<file path="config.mk">
export PLATFORM = sky130hd
export DESIGN_NAME = ebm_top
export DESIGN_NICKNAME = d
export VERILOG_FILES = /design/src/ebm_pkg.sv /design/src/ebm_top.sv /design/src/ebm_fifo.sv
export VERILOG_INCLUDE_DIRS = /design/src
export SDC_FILE = /design/constraint.sdc
export NUM_CORES = 1
export LEC_CHECK = 0
export BUFFER_PORTS_ARGS = -buffer_cell sky130_fd_sc_hd__buf_2
export CAP_MARGIN = 20
export CORE_MARGIN = 1.5
export CORE_UTILIZATION = 60
export CTS_BUF_LIST = sky130_fd_sc_hd__clkbuf_2
export DETAILED_ROUTE_END_ITERATION = 10
export GPL_ROUTABILITY_DRIVEN = 0
export GPL_TIMING_DRIVEN = 0
export HOLD_SLACK_MARGIN = 0.1
export PLACE_DENSITY_LB_ADDON = 0.25
export SLEW_MARGIN = 10
export SYNTH_ARGS = -nofsm -noshare
export SYNTH_HDL_FRONTEND = slang
export SYNTH_HIERARCHICAL = 1
export SYNTH_SLANG_ARGS = --single-unit
</file>
<file path="constraint.sdc">
create_clock -name core_clk -period 12.3 [get_ports core_clk]
set_input_delay 0 -clock core_clk [delete_from_list [all_inputs] [get_ports core_clk]]
set_output_delay 0 -clock core_clk [all_outputs]
set_load 0.01 [all_outputs]
</file>
<file path="src/ebm_map.svh">
// constants for the block memory with fifo mode
`ifndef EBM_MAP_SVH
`define EBM_MAP_SVH
`define EBM_DATA_W 8
`define EBM_ADDR_W 4
`define EBM_DEPTH 16
`define EBM_LEVEL_W 5
`define EBM_THR_MIN 4'h1
`define EBM_THR_MAX 4'hF
`define EBM_MODE_W 2
`endif

</file>
<file path="src/ebm_pkg.sv">
// types for the block memory with fifo mode
package ebm_pkg;
  typedef enum logic [1:0] {
    EBM_NORMAL,
    EBM_WRITE_THRU,
    EBM_READ_BEFORE
  } ebm_wmode_type;
endpackage : ebm_pkg

</file>
<file path="src/ebm_top.sv">
// block memory with ram write behaviours and a flagged fifo mode
`timescale 1ns/1ps
`default_nettype none
`include "ebm_map.svh"
module ebm_top (
  input wire logic core_clk,
  input wire logic rst,
  input wire logic fifo_mode,
  input wire logic [`EBM_MODE_W-1:0] write_mode,
  input wire logic ram_clk_enable,
  input wire logic ram_select,
  input wire logic ram_write_enable,
  input wire logic output_clk_enable,
  input wire logic [`EBM_ADDR_W-1:0] ram_addr,
  input wire logic [`EBM_DATA_W-1:0] data_in_bus,
  output logic [`EBM_DATA_W-1:0] ram_data_out,
  input wire logic write_clock_enable,
  input wire logic write_enable,
  input wire logic write_port_select,
  input wire logic full_cascade_in,
  input wire logic read_clock_enable,
  input wire logic read_enable_in,
  input wire logic read_port_select,
  input wire logic empty_cascade_in,
  input wire logic read_pointer_reset,
  input wire logic [`EBM_ADDR_W-1:0] full_threshold,
  input wire logic [`EBM_ADDR_W-1:0] almost_full_threshold,
  input wire logic [`EBM_ADDR_W-1:0] almost_empty_threshold,
  output logic [`EBM_DATA_W-1:0] fifo_data_out,
  output logic fifo_write_ready,
  output logic full_flag,
  output logic almost_full_flag,
  output logic empty_flag,
  output logic almost_empty_flag
);

  ////////////////////////////////////////////////////////////////////////////
  // threshold clamp, used for all programmable levels
  function automatic logic [`EBM_ADDR_W-1:0] ebm_clamp(
    input logic [`EBM_ADDR_W-1:0] value,
    input logic [`EBM_ADDR_W-1:0] lo,
    input logic [`EBM_ADDR_W-1:0] hi
  );
    logic [`EBM_ADDR_W-1:0] res;
    res = value;
    if (res > hi) begin
      res = hi;
    end
    if (res < lo) begin
      res = lo;
    end
    return res;
  endfunction : ebm_clamp

  ////////////////////////////////////////////////////////////////////////////
  // ram port
  logic [`EBM_DATA_W-1:0] mem_reg [`EBM_DEPTH];
  logic [`EBM_DATA_W-1:0] ram_data_out_reg;
  logic [`EBM_DATA_W-1:0] ram_data_out_next;
  logic [`EBM_DATA_W-1:0] ram_rd_word;
  ebm_pkg::ebm_wmode_type wmode;
  logic ram_access;
  logic ram_write;
  logic ram_read;
  logic ram_out_load;

  assign wmode = ebm_pkg::ebm_wmode_type'(write_mode);
  assign ram_access = !fifo_mode && ram_clk_enable && ram_select;
  assign ram_write = ram_access && ram_write_enable;
  assign ram_read = ram_access && !ram_write_enable;
  assign ram_rd_word = mem_reg[ram_addr];
  assign ram_out_load = ram_access && output_clk_enable;

  always_comb begin
    ram_data_out_next = ram_data_out_reg;
    if (ram_read) begin
      ram_data_out_next = ram_rd_word;
    end else if (ram_write) begin
      case (wmode)
        ebm_pkg::EBM_WRITE_THRU: ram_data_out_next = data_in_bus;
        ebm_pkg::EBM_READ_BEFORE: ram_data_out_next = ram_rd_word;
        default: ram_data_out_next = ram_data_out_reg;
      endcase
    end
  end

  always_ff @(posedge core_clk or posedge rst) begin
    if (rst) begin
      ram_data_out_reg <= '0;
    end else if (ram_out_load) begin
      ram_data_out_reg <= ram_data_out_next;
    end
  end

  // old word is read before this edge overwrites it
  always_ff @(posedge core_clk) begin
    if (ram_write) begin
      mem_reg[ram_addr] <= data_in_bus;
    end
  end

  assign ram_data_out = ram_data_out_reg;

  ////////////////////////////////////////////////////////////////////////////
  // fifo port qualification
  logic wr_req;
  logic rd_req;
  logic wr_accept;
  logic rd_accept;
  logic buf_in_ready;
  logic buf_out_valid;
  logic [`EBM_DATA_W-1:0] buf_out_data;
  logic [`EBM_LEVEL_W-1:0] fifo_level;
  logic rd_restart;
  // flag registers come first, the request gating reads them
  logic full_flag_reg;
  logic almost_full_flag_reg;
  logic empty_flag_reg;
  logic almost_empty_flag_reg;

  // write qualified by clock enable and write enable
  // cascade input is the second write select
  // write chip select qualifies the write port
  assign wr_req = fifo_mode && write_clock_enable && write_enable
                  && write_port_select && full_cascade_in;
  // read qualified by read clock enable and read enable
  // cascade input is the second read select
  assign rd_req = fifo_mode && read_clock_enable && read_enable_in
                  && read_port_select && empty_cascade_in;
  // full and empty refuse the request
  assign wr_accept = wr_req && !full_flag_reg && buf_in_ready;
  assign rd_accept = rd_req && !empty_flag_reg && buf_out_valid && !rd_restart;
  assign rd_restart = fifo_mode && read_pointer_reset;
  assign fifo_write_ready = !full_flag_reg && buf_in_ready;

  ebm_fifo #(
    .WIDTH(`EBM_DATA_W),
    .DEPTH(`EBM_DEPTH)
  ) u_buf (
    .core_clk(core_clk),
    .rst(rst),
    .rd_ptr_reset(rd_restart),
    .in_valid(wr_accept),
    .in_ready(buf_in_ready),
    .in_data(data_in_bus),
    .out_valid(buf_out_valid),
    .out_ready(rd_accept),
    .out_data(buf_out_data),
    .level(fifo_level)
  );

  ////////////////////////////////////////////////////////////////////////////
  // flags
  logic [`EBM_ADDR_W-1:0] full_thr;
  logic [`EBM_ADDR_W-1:0] af_thr;
  logic [`EBM_ADDR_W-1:0] ae_thr;
  logic full_next;
  logic almost_full_next;
  logic empty_next;
  logic almost_empty_next;
  logic [`EBM_DATA_W-1:0] fifo_data_out_reg;

  assign full_thr = ebm_clamp(full_threshold, `EBM_THR_MIN, `EBM_THR_MAX);
  assign af_thr = ebm_clamp(almost_full_threshold, `EBM_THR_MIN, full_thr - `EBM_THR_MIN);
  assign ae_thr = ebm_clamp(almost_empty_threshold, `EBM_THR_MIN, full_thr - `EBM_THR_MIN);

  // four flags from the fill level
  assign full_next = (fifo_level >= {1'b0, full_thr});
  assign almost_full_next = (fifo_level >= {1'b0, af_thr});
  assign empty_next = (fifo_level == '0);
  assign almost_empty_next = (fifo_level <= {1'b0, ae_thr});

  always_ff @(posedge core_clk or posedge rst) begin
    if (rst) begin
      full_flag_reg <= 1'b0;
      almost_full_flag_reg <= 1'b0;
    end else begin
      full_flag_reg <= full_next;
      almost_full_flag_reg <= almost_full_next;
    end
  end

  always_ff @(posedge core_clk or posedge rst) begin
    if (rst) begin
      empty_flag_reg <= 1'b1;
      almost_empty_flag_reg <= 1'b1;
    end else begin
      empty_flag_reg <= empty_next;
      almost_empty_flag_reg <= almost_empty_next;
    end
  end

  // output holds when a read is refused
  always_ff @(posedge core_clk or posedge rst) begin
    if (rst) begin
      fifo_data_out_reg <= '0;
    end else if (rd_accept) begin
      fifo_data_out_reg <= buf_out_data;
    end
  end

  assign full_flag = full_flag_reg;
  assign almost_full_flag = almost_full_flag_reg;
  assign empty_flag = empty_flag_reg;
  assign almost_empty_flag = almost_empty_flag_reg;
  assign fifo_data_out = fifo_data_out_reg;
endmodule : ebm_top
`default_nettype wire

</file>
<file path="src/ebm_fifo.sv">
// flip-flop fifo with pointer storage and a read-pointer-only restart
`timescale 1ns/1ps
`default_nettype none
module ebm_fifo #(
  parameter int WIDTH = 8,
  parameter int DEPTH = 16
) (
  input wire logic core_clk,
  input wire logic rst,
  input wire logic rd_ptr_reset,
  input wire logic in_valid,
  output logic in_ready,
  input wire logic [WIDTH-1:0] in_data,
  output logic out_valid,
  input wire logic out_ready,
  output logic [WIDTH-1:0] out_data,
  output logic [$clog2(DEPTH):0] level
);
  localparam int AW = $clog2(DEPTH);
  localparam logic [AW:0] DEPTH_W = (AW+1)'(DEPTH);

  logic [WIDTH-1:0] store_reg [DEPTH];
  logic [AW:0] wr_ptr_reg;
  logic [AW:0] rd_ptr_reg;
  logic [AW:0] raw_level;
  logic push;
  logic pop;

  ////////////////////////////////////////////////////////////////////////////
  // a read restart after the write pointer wrapped saturates at a full buffer
  assign raw_level = wr_ptr_reg - rd_ptr_reg;
  assign level = (raw_level > DEPTH_W) ? DEPTH_W : raw_level;
  assign in_ready = (level < DEPTH_W);
  assign out_valid = (level != '0);
  assign push = in_valid && in_ready;
  assign pop = out_valid && out_ready;
  assign out_data = store_reg[rd_ptr_reg[AW-1:0]];

  ////////////////////////////////////////////////////////////////////////////
  always_ff @(posedge core_clk or posedge rst) begin
    if (rst) begin
      wr_ptr_reg <= '0;
    end else if (push) begin
      wr_ptr_reg <= wr_ptr_reg + (AW+1)'(1);
    end
  end

  // restart wins over a read in the same cycle
  always_ff @(posedge core_clk or posedge rst) begin
    if (rst) begin
      rd_ptr_reg <= '0;
    end else if (rd_ptr_reset) begin
      rd_ptr_reg <= '0;
    end else if (pop) begin
      rd_ptr_reg <= rd_ptr_reg + (AW+1)'(1);
    end
  end

  // storage is not cleared by reset; pointers decide what is valid
  always_ff @(posedge core_clk) begin
    if (push) begin
      store_reg[wr_ptr_reg[AW-1:0]] <= in_data;
    end
  end
endmodule : ebm_fifo
`default_nettype wire

</file>
==> impl_results.html, run 1 <==
<table>
<tr><th>Metric</th><th>Value</th></tr>
<tr><th colspan="2">Floorplan</th></tr>
<tr><td>Die width</td><td>146 um</td></tr>
<tr><td>Chip height</td><td>146 um</td></tr>
<tr><td>Initial core utilization</td><td>60.9%</td></tr>
<tr><td>Number of I/O pins</td><td>63</td></tr>
<tr><td>Die Outline Area</td><td>21300 sq um</td></tr>
<tr><td>Row cnt</td><td>52</td></tr>
<tr><td>Core area</td><td>around 20000 sq um</td></tr>
<tr><th colspan="2">Timing</th></tr>
<tr><td>Final-layout setup total negative slack</td><td>0 ns</td></tr>
<tr><td>Minimum clock period</td><td>about 5.2 ns</td></tr>
<tr><td>Final Skew</td><td>about 0.068 ns</td></tr>
<tr><td>Final count of hold timing violations</td><td>0</td></tr>
<tr><td>Total setup violations reported at the end of the flow</td><td>0</td></tr>
<tr><td>Worst slew margin</td><td>roughly a quarter</td></tr>
<tr><td>Period Utilization, post-route</td><td>42.6%</td></tr>
<tr><td>RSZ-0062 raised after global routing</td><td>false</td></tr>
<tr><td>Pins over their slew limit</td><td>0</td></tr>
<tr><td>Slew at the pin closest to its max-slew limit</td><td>roughly 1.1 ns</td></tr>
<tr><td>Highest attainable clock frequency</td><td>approximately 190 MHz</td></tr>
<tr><th colspan="2">Cells and area</th></tr>
<tr><td>Non-filler cells, final</td><td>between 1k and 1.5k</td></tr>
<tr><td>Sequential cell area</td><td>between 8000 and 9000 sq um</td></tr>
<tr><td>Fraction of layout instances using a drive strength above 1</td><td>between 20% and 30%</td></tr>
<tr><td>Area growth from synthesis to final layout</td><td>15.3%</td></tr>
<tr><td>Filler Cells Inserted</td><td>about 1.3k</td></tr>
<tr><td>Total number of nets in the final design</td><td>slightly above 900</td></tr>
<tr><td>Area of the multi-input gates</td><td>roughly 3600 sq um</td></tr>
<tr><th colspan="2">Placement</th></tr>
<tr><td>Port buffer count</td><td>between 50 and 60</td></tr>
<tr><td>Number of placed cells counting well taps</td><td>996</td></tr>
<tr><td>Half-perimeter wire length after detailed placement</td><td>between 15 and 20 mm</td></tr>
<tr><th colspan="2">Worst setup path</th></tr>
<tr><td>CP Data Arrival Time</td><td>about 5.7 ns</td></tr>
<tr><td>Nature of the critical path endpoint</td><td>register</td></tr>
<tr><td>Biggest fanout along the worst timing path</td><td>10</td></tr>
<tr><td>Required time reported for the critical path endpoint</td><td>12.71 ns</td></tr>
<tr><td>Critical path type</td><td>reg -&gt; reg</td></tr>
<tr><td>Cell depth of the worst flop-to-flop path</td><td>16</td></tr>
<tr><td>Worst Setup Start Kind</td><td>register</td></tr>
<tr><th colspan="2">GRT</th></tr>
<tr><td>Via count of the first global-routing pass</td><td>7215</td></tr>
<tr><td>Initial antenna violation count</td><td>1</td></tr>
<tr><td>Wire length of the first global-routing pass</td><td>around 40 mm</td></tr>
<tr><td>GRT overflow</td><td>0</td></tr>
<tr><td>Largest net degree at the start of global routing</td><td>34</td></tr>
<tr><td>Overall fraction of global-route tracks in use</td><td>between 20% and 30%</td></tr>
<tr><th colspan="2">Logic synthesis</th></tr>
<tr><td>Number of nets in the synthesized netlist</td><td>729</td></tr>
<tr><td>Synthesis Warnings</td><td>6</td></tr>
<tr><td>Library cell occupying the most area in the post-synthesis netlist</td><td>sky130_fd_sc_hd__edfxtp_1</td></tr>
<tr><td>Average size of a mapped cell</td><td>between 15 and 20 sq um</td></tr>
<tr><td>Main area contributors after synthesis</td><td>sky130_fd_sc_hd__edfxtp_1 63%, sky130_fd_sc_hd__mux4_2 8.3%, sky130_fd_sc_hd__mux4_1 5.8%</td></tr>
<tr><td>Number of cells produced by synthesis</td><td>between 600 and 700</td></tr>
<tr><td>Count leader, synth</td><td>sky130_fd_sc_hd__edfxtp_1</td></tr>
<tr><td>Share of flip-flops with an asynchronous set or reset after synthesis</td><td>between 10% and 20%</td></tr>
<tr><td>Synth cell count leaders</td><td>256 x sky130_fd_sc_hd__edfxtp_1, 45 x sky130_fd_sc_hd__mux4_2, 40 x sky130_fd_sc_hd__nor2_1</td></tr>
<tr><td>Cell area after synthesis</td><td>12300 sq um</td></tr>
<tr><td>FF+latch count, synth</td><td>roughly 290</td></tr>
<tr><td>Ys flop type</td><td>sky130_fd_sc_hd__edfxtp_1</td></tr>
<tr><td>Sequential fraction of the synthesis area</td><td>68.7%</td></tr>
<tr><td>Area share of the largest cell type after synthesis</td><td>a little over three fifths</td></tr>
<tr><td>Count of flip-flops with a built-in enable after synthesis</td><td>roughly 260</td></tr>
<tr><td>Unique masters post-synth</td><td>64</td></tr>
<tr><th colspan="2">Routing</th></tr>
<tr><td>DR iter-0 viols</td><td>between 600 and 700</td></tr>
<tr><td>First drt pass iteration count</td><td>6</td></tr>
<tr><td>Vias per cell</td><td>5.97</td></tr>
<tr><td>DR WL/cell</td><td>21.8 um</td></tr>
<tr><td>Detailed-route DRC error count</td><td>0</td></tr>
<tr><td>Post-DRT Antenna Nets</td><td>0</td></tr>
<tr><td>Vias</td><td>~7k</td></tr>
<tr><td>Wirelength, routed</td><td>25.7 mm</td></tr>
<tr><th colspan="2">Status</th></tr>
<tr><td>Run status</td><td>finished, final reports clean</td></tr>
<tr><th colspan="2">Clock network</th></tr>
<tr><td>Number of buffers inserted by hold repair at cts</td><td>52</td></tr>
<tr><td>Number of buffers created by CTS</td><td>71</td></tr>
<tr><td>H-tree depth</td><td>3</td></tr>
<tr><td>TritonCTS Sinks</td><td>286</td></tr>
<tr><td>Clock latency on the worst-skew pair</td><td>0.82 ns</td></tr>
<tr><td>Cell chosen for the clock root</td><td>sky130_fd_sc_hd__clkbuf_2</td></tr>
<tr><td>TritonCTS clock tree</td><td>yes</td></tr>
<tr><td>Clock-pin slew on the worst setup and hold paths</td><td>around 0.11 ns</td></tr>
<tr><td># resized after CTS</td><td>0</td></tr>
<tr><td>Clk buf depth</td><td>3</td></tr>
<tr><td>Postcts setup bufs</td><td>0</td></tr>
<tr><th colspan="2">Worst hold path</th></tr>
<tr><td>Tightest Hold Check Type</td><td>in -&gt; async</td></tr>
<tr><th colspan="2">Pwr</th></tr>
<tr><td>Leak</td><td>slightly above 0.005 uW</td></tr>
<tr><td>Worst IR drop on VDD</td><td>0.000124 V</td></tr>
<tr><td>Pwr per Cell Area</td><td>141 nW/um^2</td></tr>
<tr><th colspan="2">Run</th></tr>
<tr><td>Number of violations of the max-capacitance limit</td><td>0</td></tr>
</table>
[path summary, 6_finish.rpt]
check | to | slack (ns) | start
min reg2reg | fifo_data_out[0] | 0.51 | fifo_data_out[0]
min | u_buf/rd_ptr_reg[3] | 0.27 | rst
max reg2reg | u_buf/store_reg[2][3] | 7.06 | u_buf/rd_ptr_reg[1]
max | u_buf/store_reg[2][3] | 7.06 | u_buf/rd_ptr_reg[1]
min in group core_clk | mem_reg[11][1] | 0.27 | data_in_bus[1]
max in group asynchronous | almost_full_flag | 11.17 | rst
[routing by layer]
layer / global-route usage, % / vias up / share of wire, %
li1: - / 3115 / -
met1: 33.4 / 3507 / 40
met2: 41.7 / 367 / 51
met3: 5.41 / 46 / 7.2
met4: 9.44 / 0 / 2.6
met5: 0 / - / 0
[cell usage in the layout, fill, tap and decap left out, types with 19 or more instances in the layout]
master                            n
sky130_fd_sc_hd__clkbuf_2       106
sky130_fd_sc_hd__nand2_1         19
sky130_fd_sc_hd__edfxtp_1       256
sky130_fd_sc_hd__ha_1            24
sky130_fd_sc_hd__mux4_2          45
sky130_fd_sc_hd__mux4_1          27
sky130_fd_sc_hd__dfrtp_1         28
sky130_fd_sc_hd__nor2_1          40
sky130_fd_sc_hd__inv_1           19
sky130_fd_sc_hd__dlygate4sd3_1   52
sky130_fd_sc_hd__buf_2           68
[kinds of logic (layout without fill, tap and decap cells)]
| group | after synthesis | count (layout) | synth area share (%) |
|---|---|---|---|
| other cells | 0 | 1 | 0 |
| compound gates | 64 | 64 | 3.78 |
| xor+xnor | 7 | 7 | 0.499 |
| simple gates | 128 | 128 | 5.59 |
| fa+ha+maj | 27 | 27 | 2.79 |
| buf+inv | 49 | 294 | 2.05 |
| mux | 101 | 101 | 16.6 |
| flops | 286 | 286 | 68.7 |
[final cells by class]
class	instances	area share, %
buffer	28	1.22
clock inverter	23	1.03
antenna	1	0.0177
clock buffer	106	3.75
multi-input combinational	327	25.5
sequential	286	59.6
timing repair buffer	116	5.97
tap	270	2.39
inverter	21	0.557
[report_power, final]
group          total (uW)  internal [uW]  switching [uW]
clock                 638            273             365
combinational         258            122             136
sequential           1100           1080            16.9
total                2000           1480             518
[metrics by stage]
stage | area (sq um) | power [uW] | setup slack (ns) | hold WS [ns] | utilization, %
after floorplan | 12300 | 1260 | 8.18 | -0.160 | -
after global placement | 12900 | 1330 | 6.80 | 0.00422 | 64.0
after detailed placement | 13000 | 1350 | 7.59 | 0.00599 | 64.3
after CTS | 14200 | 2010 | 7.05 | 0.133 | 70.2
after global routing | 14200 | 2090 | 6.66 | 0.232 | 70.2
final | 14200 | 2000 | 7.06 | 0.268 | 70.2
[critical path, stage by stage (launching register included)]
cell and delay, ns:
sky130_fd_sc_hd__dfrtp_1 0.36, sky130_fd_sc_hd__clkbuf_1 0.38, sky130_fd_sc_hd__clkbuf_1 0.49, sky130_fd_sc_hd__inv_1 0.17, sky130_fd_sc_hd__fa_1 0.47, sky130_fd_sc_hd__a21o_1 0.18, sky130_fd_sc_hd__a21oi_1 0.17, sky130_fd_sc_hd__xor2_1 0.23
sky130_fd_sc_hd__buf_4 0.22, sky130_fd_sc_hd__nor2b_1 0.20, sky130_fd_sc_hd__nand3_1 0.10, sky130_fd_sc_hd__nor2_1 0.11, sky130_fd_sc_hd__dlygate4sd3_1 0.57, sky130_fd_sc_hd__clkbuf_1 0.28, sky130_fd_sc_hd__nor2b_1 0.27, sky130_fd_sc_hd__and3_1 0.22
sky130_fd_sc_hd__and2_1 0.47
Note: power is estimated with default switching activity, not from simulation.
==> run 2, diff against run 1 <==
- ABC_AREA: unset -> 1
- clock period: 12.3 -> 5.2 ns (I/O delays scaled with it)
==> run 2 against run 1 <==
Routed wire length grew 14%. Critical path depth shrank 1. Combinational power grew to 3.9 times the previous value. Sequential power grew 140%. Critical path type unchanged.
==> impl_results.html, run 2 <==
<table>
<tr><th>Metric</th><th>Value</th></tr>
<tr><th colspan="2">Logic synthesis</th></tr>
<tr><td>Synthesis Warnings</td><td>6 (unchanged)</td></tr>
<tr><td>Number of nets in the synthesized netlist</td><td>1111 (+52%)</td></tr>
<tr><td>Main area contributors after synthesis</td><td>sky130_fd_sc_hd__edfxtp_1 62%, sky130_fd_sc_hd__nand2_1 6.3%, sky130_fd_sc_hd__dfrtp_1 5.7%</td></tr>
<tr><td>Count leader, synth</td><td>sky130_fd_sc_hd__edfxtp_1</td></tr>
<tr><td>FF+latch count, synth</td><td>286 (unchanged)</td></tr>
<tr><td>Synth cell count leaders</td><td>256 x sky130_fd_sc_hd__edfxtp_1, 208 x sky130_fd_sc_hd__nand2_1, 153 x sky130_fd_sc_hd__nor2_1</td></tr>
<tr><td>Share of flip-flops with an asynchronous set or reset after synthesis</td><td>10.5% (unchanged)</td></tr>
<tr><td>Average size of a mapped cell</td><td>11.8 sq um (-36%)</td></tr>
<tr><td>Library cell occupying the most area in the post-synthesis netlist</td><td>sky130_fd_sc_hd__edfxtp_1</td></tr>
<tr><td>Sequential fraction of the synthesis area</td><td>68.3% (-0.46 points)</td></tr>
<tr><td>Count of flip-flops with a built-in enable after synthesis</td><td>256 (unchanged)</td></tr>
<tr><td>Number of cells produced by synthesis</td><td>1044 (+58%)</td></tr>
<tr><td>Unique masters post-synth</td><td>45 (-30%)</td></tr>
<tr><td>Ys flop type</td><td>sky130_fd_sc_hd__edfxtp_1</td></tr>
<tr><td>Cell area after synthesis</td><td>12400 sq um (+0.67%)</td></tr>
<tr><td>Area share of the largest cell type after synthesis</td><td>62.2% (-0.42 points)</td></tr>
<tr><th colspan="2">Worst setup path</th></tr>
<tr><td>Worst flop-to-flop path startpoint</td><td>u_buf/rd_ptr_reg[2]</td></tr>
<tr><td>CP Data Arrival Time</td><td>5.58 ns (-0.07 ns)</td></tr>
<tr><td>WP buf/inv</td><td>6 (unchanged)</td></tr>
<tr><td>Required time reported for the critical path endpoint</td><td>5.98 ns (-6.73 ns)</td></tr>
<tr><td>Delay-heaviest family, CP</td><td>buffers and inverters</td></tr>
<tr><td>Critical path type</td><td>reg -&gt; reg</td></tr>
<tr><td>Worst Setup Start Kind</td><td>register</td></tr>
<tr><td>Launch point of the critical path</td><td>u_buf/rd_ptr_reg[2]</td></tr>
<tr><td>Cells traversed along the worst timing path</td><td>clkinv_1, clkbuf_1, ha_1, a21oi_1, nand3_2, nand2_4, inv_1, nor2_1, ha_1, a21oi_1, dlygate4sd3_1, o21ai_0, dlygate4sd3_1, a21oi_1, dlygate4sd3_1</td></tr>
<tr><td>Biggest fanout along the worst timing path</td><td>10 (unchanged)</td></tr>
<tr><td>Nature of the critical path endpoint</td><td>register</td></tr>
<tr><td>R2R setup slack</td><td>0.40 ns (-6.66 ns)</td></tr>
<tr><td>Worst setup path endpoint</td><td>almost_empty_flag</td></tr>
<tr><td>Crit path largest cell delay</td><td>0.56 ns (about the same)</td></tr>
<tr><td>Total number of cells along the worst setup path</td><td>15 (-1)</td></tr>
<tr><td>Capturing point of the worst reg2reg path</td><td>almost_empty_flag</td></tr>
<tr><td>Max stage delay cell, worst path</td><td>sky130_fd_sc_hd__dlygate4sd3_1</td></tr>
<tr><td>Cell depth of the worst flop-to-flop path</td><td>15 (-1)</td></tr>
<tr><th colspan="2">Floorplan</th></tr>
<tr><td>Die Outline Area</td><td>21500 sq um (+0.66%)</td></tr>
<tr><td>Initial core utilization</td><td>61.1% (+0.21 points)</td></tr>
<tr><td>Number of I/O pins</td><td>63 (unchanged)</td></tr>
<tr><td>Row cnt</td><td>52 (unchanged)</td></tr>
<tr><td>Die width</td><td>147 um (+0.33%)</td></tr>
<tr><td>Core area</td><td>20200 sq um (+0.32%)</td></tr>
<tr><td>Chip height</td><td>147 um (+0.33%)</td></tr>
<tr><th colspan="2">Routing</th></tr>
<tr><td>Vias per cell</td><td>5.67 (-5.1%)</td></tr>
<tr><td>Detailed-route DRC error count</td><td>0 (unchanged)</td></tr>
<tr><td>DR WL/cell</td><td>18.8 um (-14%)</td></tr>
<tr><td>Post-DRT Antenna Nets</td><td>0 (unchanged)</td></tr>
<tr><td>Wirelength, routed</td><td>29.4 mm (+14%)</td></tr>
<tr><td>Vias</td><td>8854 (+26%)</td></tr>
<tr><td>DR iter-0 viols</td><td>744 (+14%)</td></tr>
<tr><td>First drt pass iteration count</td><td>6 (unchanged)</td></tr>
<tr><th colspan="2">Clock network</th></tr>
<tr><td>Clock latency on the worst-skew pair</td><td>0.92 ns (+0.10 ns)</td></tr>
<tr><td>Clk buf depth</td><td>3 (unchanged)</td></tr>
<tr><td>TritonCTS clock tree</td><td>yes</td></tr>
<tr><td>Postcts setup bufs</td><td>0 (unchanged)</td></tr>
<tr><td>TritonCTS Sinks</td><td>286 (unchanged)</td></tr>
<tr><td>Number of buffers inserted by hold repair at cts</td><td>57 (+9.6%)</td></tr>
<tr><td>Clock-pin slew on the worst setup and hold paths</td><td>0.13 ns (+0.02 ns)</td></tr>
<tr><td># resized after CTS</td><td>0 (unchanged)</td></tr>
<tr><td>H-tree depth</td><td>3 (unchanged)</td></tr>
<tr><td>Cell chosen for the clock root</td><td>sky130_fd_sc_hd__clkbuf_2</td></tr>
<tr><td>Number of buffers created by CTS</td><td>71 (unchanged)</td></tr>
<tr><th colspan="2">Cells and area</th></tr>
<tr><td>Total number of nets in the final design</td><td>1303 (+42%)</td></tr>
<tr><td>Sequential cell area</td><td>8440 sq um (unchanged)</td></tr>
<tr><td>Leading cell type in the layout, fill and taps excluded</td><td>sky130_fd_sc_hd__edfxtp_1</td></tr>
<tr><td>Area of the multi-input gates</td><td>3470 sq um (-3.7%)</td></tr>
<tr><td>Fraction of layout instances using a drive strength above 1</td><td>18.5% (-11 points)</td></tr>
<tr><td>Top library cells by usage in the layout, fill and taps aside</td><td>256 x sky130_fd_sc_hd__edfxtp_1, 208 x sky130_fd_sc_hd__nand2_1, 153 x sky130_fd_sc_hd__nor2_1, 98 x sky130_fd_sc_hd__clkbuf_2, 84 x sky130_fd_sc_hd__buf_2</td></tr>
<tr><td>Filler Cells Inserted</td><td>1416 (+5.8%)</td></tr>
<tr><td>Cell area after layout</td><td>14200 sq um (+0.53%)</td></tr>
<tr><td>Area growth from synthesis to final layout</td><td>15.2%</td></tr>
<tr><th colspan="2">Run</th></tr>
<tr><td>Number of violations of the max-capacitance limit</td><td>0 (unchanged)</td></tr>
<tr><th colspan="2">Pwr</th></tr>
<tr><td>Leak</td><td>0.00558 uW (+8.9%)</td></tr>
<tr><td>Pwr per Cell Area</td><td>358 nW/um^2 (+150%)</td></tr>
<tr><td>Worst IR drop on VDD</td><td>0.000239 V (+93%)</td></tr>
<tr><th colspan="2">Timing</th></tr>
<tr><td>Final count of hold timing violations</td><td>0 (unchanged)</td></tr>
<tr><td>Highest attainable clock frequency</td><td>208 MHz (+9.2%)</td></tr>
<tr><td>Final-layout setup total negative slack</td><td>0 ns (unchanged)</td></tr>
<tr><td>Final Skew</td><td>0.0935 ns (+0.0259 ns)</td></tr>
<tr><td>Worst slew margin</td><td>39.6% (+13 points)</td></tr>
<tr><td>Minimum clock period</td><td>4.80 ns (-0.440 ns)</td></tr>
<tr><td>Slew at the pin closest to its max-slew limit</td><td>0.905 ns (-0.187 ns)</td></tr>
<tr><td>Period Utilization, post-route</td><td>92.4% (+50 points)</td></tr>
<tr><td>Pins over their slew limit</td><td>0 (unchanged)</td></tr>
<tr><td>RSZ-0062 raised after global routing</td><td>false</td></tr>
<tr><td>Total setup violations reported at the end of the flow</td><td>0 (unchanged)</td></tr>
<tr><th colspan="2">Worst hold path</th></tr>
<tr><td>Tightest Hold Check Type</td><td>in -&gt; reg</td></tr>
<tr><th colspan="2">GRT</th></tr>
<tr><td>Wire length of the first global-routing pass</td><td>46.3 mm (+15%)</td></tr>
<tr><td>Via count of the first global-routing pass</td><td>8831 (+22%)</td></tr>
<tr><td>Overall fraction of global-route tracks in use</td><td>28.6% (+3.4 points)</td></tr>
<tr><td>Initial antenna violation count</td><td>1 (unchanged)</td></tr>
<tr><td>Largest net degree at the start of global routing</td><td>34 (unchanged)</td></tr>
<tr><td>GRT overflow</td><td>0 (unchanged)</td></tr>
<tr><th colspan="2">Placement</th></tr>
<tr><td>Port buffer count</td><td>62 (+5.1%)</td></tr>
<tr><td>Area after DPL</td><td>13000 sq um (+0.39%)</td></tr>
<tr><td>Half-perimeter wire length after detailed placement</td><td>18.3 mm (+12%)</td></tr>
<tr><th colspan="2">Status</th></tr>
<tr><td>Run status</td><td>finished, final reports clean</td></tr>
</table>
==> run 2: worst min-delay path by stage <==
stage,cells past startpoint,to,slack (ns),start
finish,2,mem_reg[1][3],0.17,data_in_bus[3]
global route,2,mem_reg[2][3],0.14,data_in_bus[3]
CTS,2,mem_reg[0][2],0.14,data_in_bus[2]
detailed placement,2,u_buf/wr_ptr_reg[4],0.02,rst
global placement,2,u_buf/rd_ptr_reg[3],0.009,rst
floorplan,1,u_buf/rd_ptr_reg[0],-0.16,rst
==> run 2: power by group <==
part           switching, uW  internal [uW]
clock                    899            572
sequential              54.7           2580
combinational            590            406
==> run 2: worst register-to-register path, stage by stage (launching register included) <==
cell and delay [ns]:
sky130_fd_sc_hd__dfrtp_1 0.39, sky130_fd_sc_hd__clkinv_1 0.32, sky130_fd_sc_hd__clkbuf_1 0.40, sky130_fd_sc_hd__ha_1 0.34, sky130_fd_sc_hd__a21oi_1 0.25, sky130_fd_sc_hd__nand3_2 0.13
sky130_fd_sc_hd__nand2_4 0.13, sky130_fd_sc_hd__inv_1 0.13, sky130_fd_sc_hd__nor2_1 0.30, sky130_fd_sc_hd__ha_1 0.32, sky130_fd_sc_hd__a21oi_1 0.14, sky130_fd_sc_hd__dlygate4sd3_1 0.56
sky130_fd_sc_hd__o21ai_0 0.08, sky130_fd_sc_hd__dlygate4sd3_1 0.56, sky130_fd_sc_hd__a21oi_1 0.14, sky130_fd_sc_hd__dlygate4sd3_1 0.56
==> run 2: layout make-up <==
class	instances	area share (%)
Timing Repair Buffer	119	6.19
Antenna cell	1	0.0176
Clock buffer	98	3.45
Clock inverter	30	1.13
Buffer	40	1.62
Multi-Input combinational cell	661	24.4
Inverter	57	1.56
Tap cell	270	2.37
Sequential cell	286	59.3
==> run 2: logic make-up (layout without fill, tap and decap cells) <==
| kind of cell | Yosys count | in the layout | synth area share [%] |
|---|---|---|---|
| adder cells (fa/ha/maj) | 25 | 25 | 2.59 |
| AND/OR/NAND/NOR | 446 | 446 | 15.5 |
| buffers and inverters | 97 | 344 | 3.65 |
| other | 0 | 1 | 0 |
| flip-flops | 286 | 286 | 68.3 |
| XOR/XNOR | 7 | 7 | 0.496 |
| AO/OA/AOI/OAI | 183 | 183 | 9.51 |
==> run 2: metrics by stage <==
step | utilization (%) | std cells | setup slack (ns) | total power, uW | hold slack, ns
after floorplan | - | 1044 | 2.17 | 3260 | -0.160
after global placement | 64.3 | 1376 | 1.60 | 3510 | 0.00932
after detailed placement | 64.3 | 1376 | 1.56 | 3540 | 0.0234
after CTS | 70.3 | 1561 | 0.512 | 5080 | 0.136
after global routing | 70.4 | 1562 | 0.159 | 5360 | 0.144
final | 70.4 | 1562 | 0.396 | 5100 | 0.174
==> run 2: metal layers <==
metal,vias up,share of wire (%),GRT usage [%]
met1,4238,39,36.0
met2,408,50,48.2
met5,-,0,0
met4,0,3.4,13.2
li1,4140,-,-
met3,68,7.5,5.72
==> run 3, diff against run 2 <==
- CORE_UTILIZATION: 60 -> 30
==> run 3 against run 2 <==
Sequential cell count unchanged. Routed wire length increased by 11%. Global-route usage decreased by 13 points. Critical endpoint unchanged. Maximum frequency decreased by 1.2%. Clock power increased by 8%. Core utilization decreased by 34 points. Worst hold slack got worse by 0.0012 ns. Via count decreased by 2.0%. Clock-buffer cell count decreased by 1. Combinational power decreased by 0.7%. Non-clock buffer count increased by 6. Die area increased by 98%.
==> impl_results.html, run 3 (synthesis results as in run 2) <==
<table>
<tr><th>Metric</th><th>Value</th></tr>
<tr><th colspan="2">Routing</th></tr>
<tr><td>Vias</td><td>8674 (-2.0%)</td></tr>
<tr><td>First drt pass iteration count</td><td>5 (-1)</td></tr>
<tr><td>DR iter-0 viols</td><td>627 (-16%)</td></tr>
<tr><td>Vias per cell</td><td>4.74 (-16%)</td></tr>
<tr><td>Wirelength, routed</td><td>32.6 mm (+11%)</td></tr>
<tr><td>Post-DRT Antenna Nets</td><td>0 (unchanged)</td></tr>
<tr><td>DR WL/cell</td><td>17.8 um (-5.4%)</td></tr>
<tr><td>Detailed-route DRC error count</td><td>0 (unchanged)</td></tr>
<tr><th colspan="2">Clock network</th></tr>
<tr><td>H-tree depth</td><td>3 (unchanged)</td></tr>
<tr><td># resized after CTS</td><td>0 (unchanged)</td></tr>
<tr><td>Clock-pin slew on the worst setup and hold paths</td><td>0.10 ns (-0.03 ns)</td></tr>
<tr><td>TritonCTS clock tree</td><td>yes</td></tr>
<tr><td>TritonCTS Sinks</td><td>286 (unchanged)</td></tr>
<tr><td>Clock latency on the worst-skew pair</td><td>0.90 ns (-0.02 ns)</td></tr>
<tr><td>Number of buffers created by CTS</td><td>73 (+2.8%)</td></tr>
<tr><td>Cell chosen for the clock root</td><td>sky130_fd_sc_hd__clkbuf_2</td></tr>
<tr><td>Clk buf depth</td><td>3 (unchanged)</td></tr>
<tr><th colspan="2">Pwr</th></tr>
<tr><td>Pwr per Cell Area</td><td>355 nW/um^2 (-0.93%)</td></tr>
<tr><td>Net switching power of the design</td><td>1570 uW (+1.5%)</td></tr>
<tr><td>Switching power share of the total</td><td>30.0% (-0.23 points)</td></tr>
<tr><td>Sequential share of power</td><td>50.5% (-1.1 points)</td></tr>
<tr><td>Clock power share</td><td>30.6% (+1.8 points)</td></tr>
<tr><td>Internal power consumption</td><td>3650 uW (+2.6%)</td></tr>
<tr><td>Power consumption</td><td>5210 uW (+2.2%)</td></tr>
<tr><td>Worst IR drop on VDD</td><td>0.000154 V (-36%)</td></tr>
<tr><td>Relative contribution of combinational cells to total power</td><td>19.0% (-0.5 points)</td></tr>
<tr><td>Leak</td><td>0.00563 uW (+0.95%)</td></tr>
<tr><th colspan="2">Cells and area</th></tr>
<tr><td>Cell area after layout</td><td>14700 sq um (+3.2%)</td></tr>
<tr><td>Filler Cells Inserted</td><td>4083 (+190%)</td></tr>
<tr><td>Total number of nets in the final design</td><td>1311 (+0.61%)</td></tr>
<tr><td>Fraction of layout instances using a drive strength above 1</td><td>18.6% (+0.054 points)</td></tr>
<tr><td>Area growth from synthesis to final layout</td><td>18.8%</td></tr>
<tr><td>Leading cell type in the layout, fill and taps excluded</td><td>sky130_fd_sc_hd__edfxtp_1</td></tr>
<tr><td>Top library cells by usage in the layout, fill and taps aside</td><td>256 x sky130_fd_sc_hd__edfxtp_1, 208 x sky130_fd_sc_hd__nand2_1, 153 x sky130_fd_sc_hd__nor2_1, 97 x sky130_fd_sc_hd__clkbuf_2, 84 x sky130_fd_sc_hd__buf_2</td></tr>
<tr><th colspan="2">Placement</th></tr>
<tr><td>Half-perimeter wire length after detailed placement</td><td>21.1 mm (+15%)</td></tr>
<tr><td>Area after DPL</td><td>13300 sq um (+2.5%)</td></tr>
<tr><td>Placement-stage worst setup slack</td><td>1.47 ns (-0.0853 ns)</td></tr>
<tr><td>Port buffer count</td><td>62 (unchanged)</td></tr>
<tr><th colspan="2">Worst setup path</th></tr>
<tr><td>Worst Setup Start Kind</td><td>register</td></tr>
<tr><td>Critical path type</td><td>reg -&gt; reg</td></tr>
<tr><td>Biggest fanout along the worst timing path</td><td>10 (unchanged)</td></tr>
<tr><td>Crit path largest cell delay</td><td>0.57 ns (about the same)</td></tr>
<tr><td>Required time reported for the critical path endpoint</td><td>6.02 ns (+0.04 ns)</td></tr>
<tr><td>CP Data Arrival Time</td><td>5.69 ns (+0.11 ns)</td></tr>
<tr><td>Cells traversed along the worst timing path</td><td>buf_2, clkinv_1, ha_1, a21oi_1, nand3_2, nand2_4, inv_1, nor2_1, ha_1, a21oi_1, dlygate4sd3_1, o21ai_0, dlygate4sd3_1, a21oi_1, dlygate4sd3_1</td></tr>
<tr><td>Max stage delay cell, worst path</td><td>sky130_fd_sc_hd__dlygate4sd3_1</td></tr>
<tr><td>Nature of the critical path endpoint</td><td>register</td></tr>
<tr><th colspan="2">Timing</th></tr>
<tr><td>Total setup violations reported at the end of the flow</td><td>0 (unchanged)</td></tr>
<tr><td>Worst slew margin</td><td>40.5% (+0.92 points)</td></tr>
<tr><td>Worst hold slack</td><td>0.172 ns (-0.00119 ns)</td></tr>
<tr><td>Period Utilization, post-route</td><td>93.5% (+1.2 points)</td></tr>
<tr><td>Final count of hold timing violations</td><td>0 (unchanged)</td></tr>
<tr><td>Highest attainable clock frequency</td><td>206 MHz (-1.2%)</td></tr>
<tr><td>Worst path setup slack after routing</td><td>0.336 ns (-0.0602 ns)</td></tr>
<tr><td>Final-layout setup total negative slack</td><td>0 ns (unchanged)</td></tr>
<tr><td>Minimum clock period</td><td>4.86 ns (+0.0602 ns)</td></tr>
<tr><td>Slew at the pin closest to its max-slew limit</td><td>0.889 ns (-0.0161 ns)</td></tr>
<tr><td>Final Skew</td><td>0.0888 ns (-0.00468 ns)</td></tr>
<tr><td>Pins over their slew limit</td><td>0 (unchanged)</td></tr>
<tr><td>RSZ-0062 raised after global routing</td><td>false</td></tr>
<tr><th colspan="2">GRT</th></tr>
<tr><td>Via count of the first global-routing pass</td><td>8620 (-2.4%)</td></tr>
<tr><td>Overall fraction of global-route tracks in use</td><td>15.7% (-13 points)</td></tr>
<tr><td>Largest net degree at the start of global routing</td><td>34 (unchanged)</td></tr>
<tr><td>Initial antenna violation count</td><td>1 (unchanged)</td></tr>
<tr><td>Wire length of the first global-routing pass</td><td>49.6 mm (+7.2%)</td></tr>
<tr><td>GRT overflow</td><td>0 (unchanged)</td></tr>
<tr><th colspan="2">Floorplan</th></tr>
<tr><td>Number of I/O pins</td><td>63 (unchanged)</td></tr>
<tr><td>Initial core utilization</td><td>30.3% (-31 points)</td></tr>
<tr><td>Die width</td><td>206 um (+41%)</td></tr>
<tr><td>Die Outline Area</td><td>42400 sq um (+98%)</td></tr>
<tr><td>Row cnt</td><td>74 (+42%)</td></tr>
<tr><td>Chip height</td><td>206 um (+41%)</td></tr>
<tr><td>Core area</td><td>40700 sq um (+100%)</td></tr>
<tr><th colspan="2">Run</th></tr>
<tr><td>Number of violations of the max-capacitance limit</td><td>0 (unchanged)</td></tr>
<tr><th colspan="2">Status</th></tr>
<tr><td>Run status</td><td>finished, final reports clean</td></tr>
<tr><th colspan="2">Worst hold path</th></tr>
<tr><td>Tightest Hold Check Type</td><td>in -&gt; reg</td></tr>
</table>
run 3: path summary, 6_finish.rpt:
check | startpoint | end | slack, ns | cells past startpoint
min | full_threshold[3] | full_flag | 0.17 | 6
max | u_buf/rd_ptr_reg[3] | almost_empty_flag | 0.34 | 15
max reg2reg | u_buf/rd_ptr_reg[3] | almost_empty_flag | 0.34 | 15
min in group asynchronous | rst | fifo_data_out[3] | 0.21 | 4
min reg2reg | fifo_data_out[6] | fifo_data_out[6] | 0.48 | 2
max in group asynchronous | rst | almost_empty_flag | 4.47 | 5
run 3: final cells by class:
cell class | count | area [sq um] | share of cell area, %
Tap cell | 532 | 666 | 4.53
Clock inverter | 32 | 215 | 1.46
Timing Repair Buffer | 125 | 958 | 6.52
Antenna cell | 1 | 2.50 | 0.0170
Clock buffer | 97 | 485 | 3.30
Sequential cell | 286 | 8440 | 57.5
Inverter | 57 | 221 | 1.51
Multi-Input combinational cell | 661 | 3470 | 23.6
Buffer | 40 | 230 | 1.57
run 3: per-stage QoR:
step,instances,utilization [%]
2_1_floorplan,1044,-
3_3_place_gp,1638,32.7
3_5_place_dp,1638,32.7
4_1_cts,1829,36.0
5_1_grt,1831,36.1
6_report,1831,36.1
run 3: worst max-delay path: cells and delay by family (launching register included):
kind                     cells  cell delay, ns
buffers and inverters        6            2.41
adder cells (fa/ha/maj)      2            0.75
AO/OA/AOI/OAI                4            0.63
AND/OR/NAND/NOR              3            0.60
flip-flops                   1            0.40
run 3: what timing repair did:
item,4_1_cts,5_1_grt
hold endpoints to repair,571,0
hold buffers,62,0
buffers inserted,0,0
run 3: layer usage:
layer	wire length, um	GRT usage [%]	vias to the layer above
met5	0	0	-
met4	620	5.43	0
met3	1790	3.09	53
met2	15400	25.5	239
met1	14800	21.0	4219
li1	-	-	4163
run 3: power by group through the flow:
stage | logic [uW] | clock network [uW] | registers, uW
floorplan | 563 | 0 | 2700
global placement | 865 | 0 | 2680
detailed placement | 874 | 0 | 2680
CTS | 989 | 1640 | 2630
global route | 1130 | 1760 | 2640
finish | 989 | 1590 | 2630
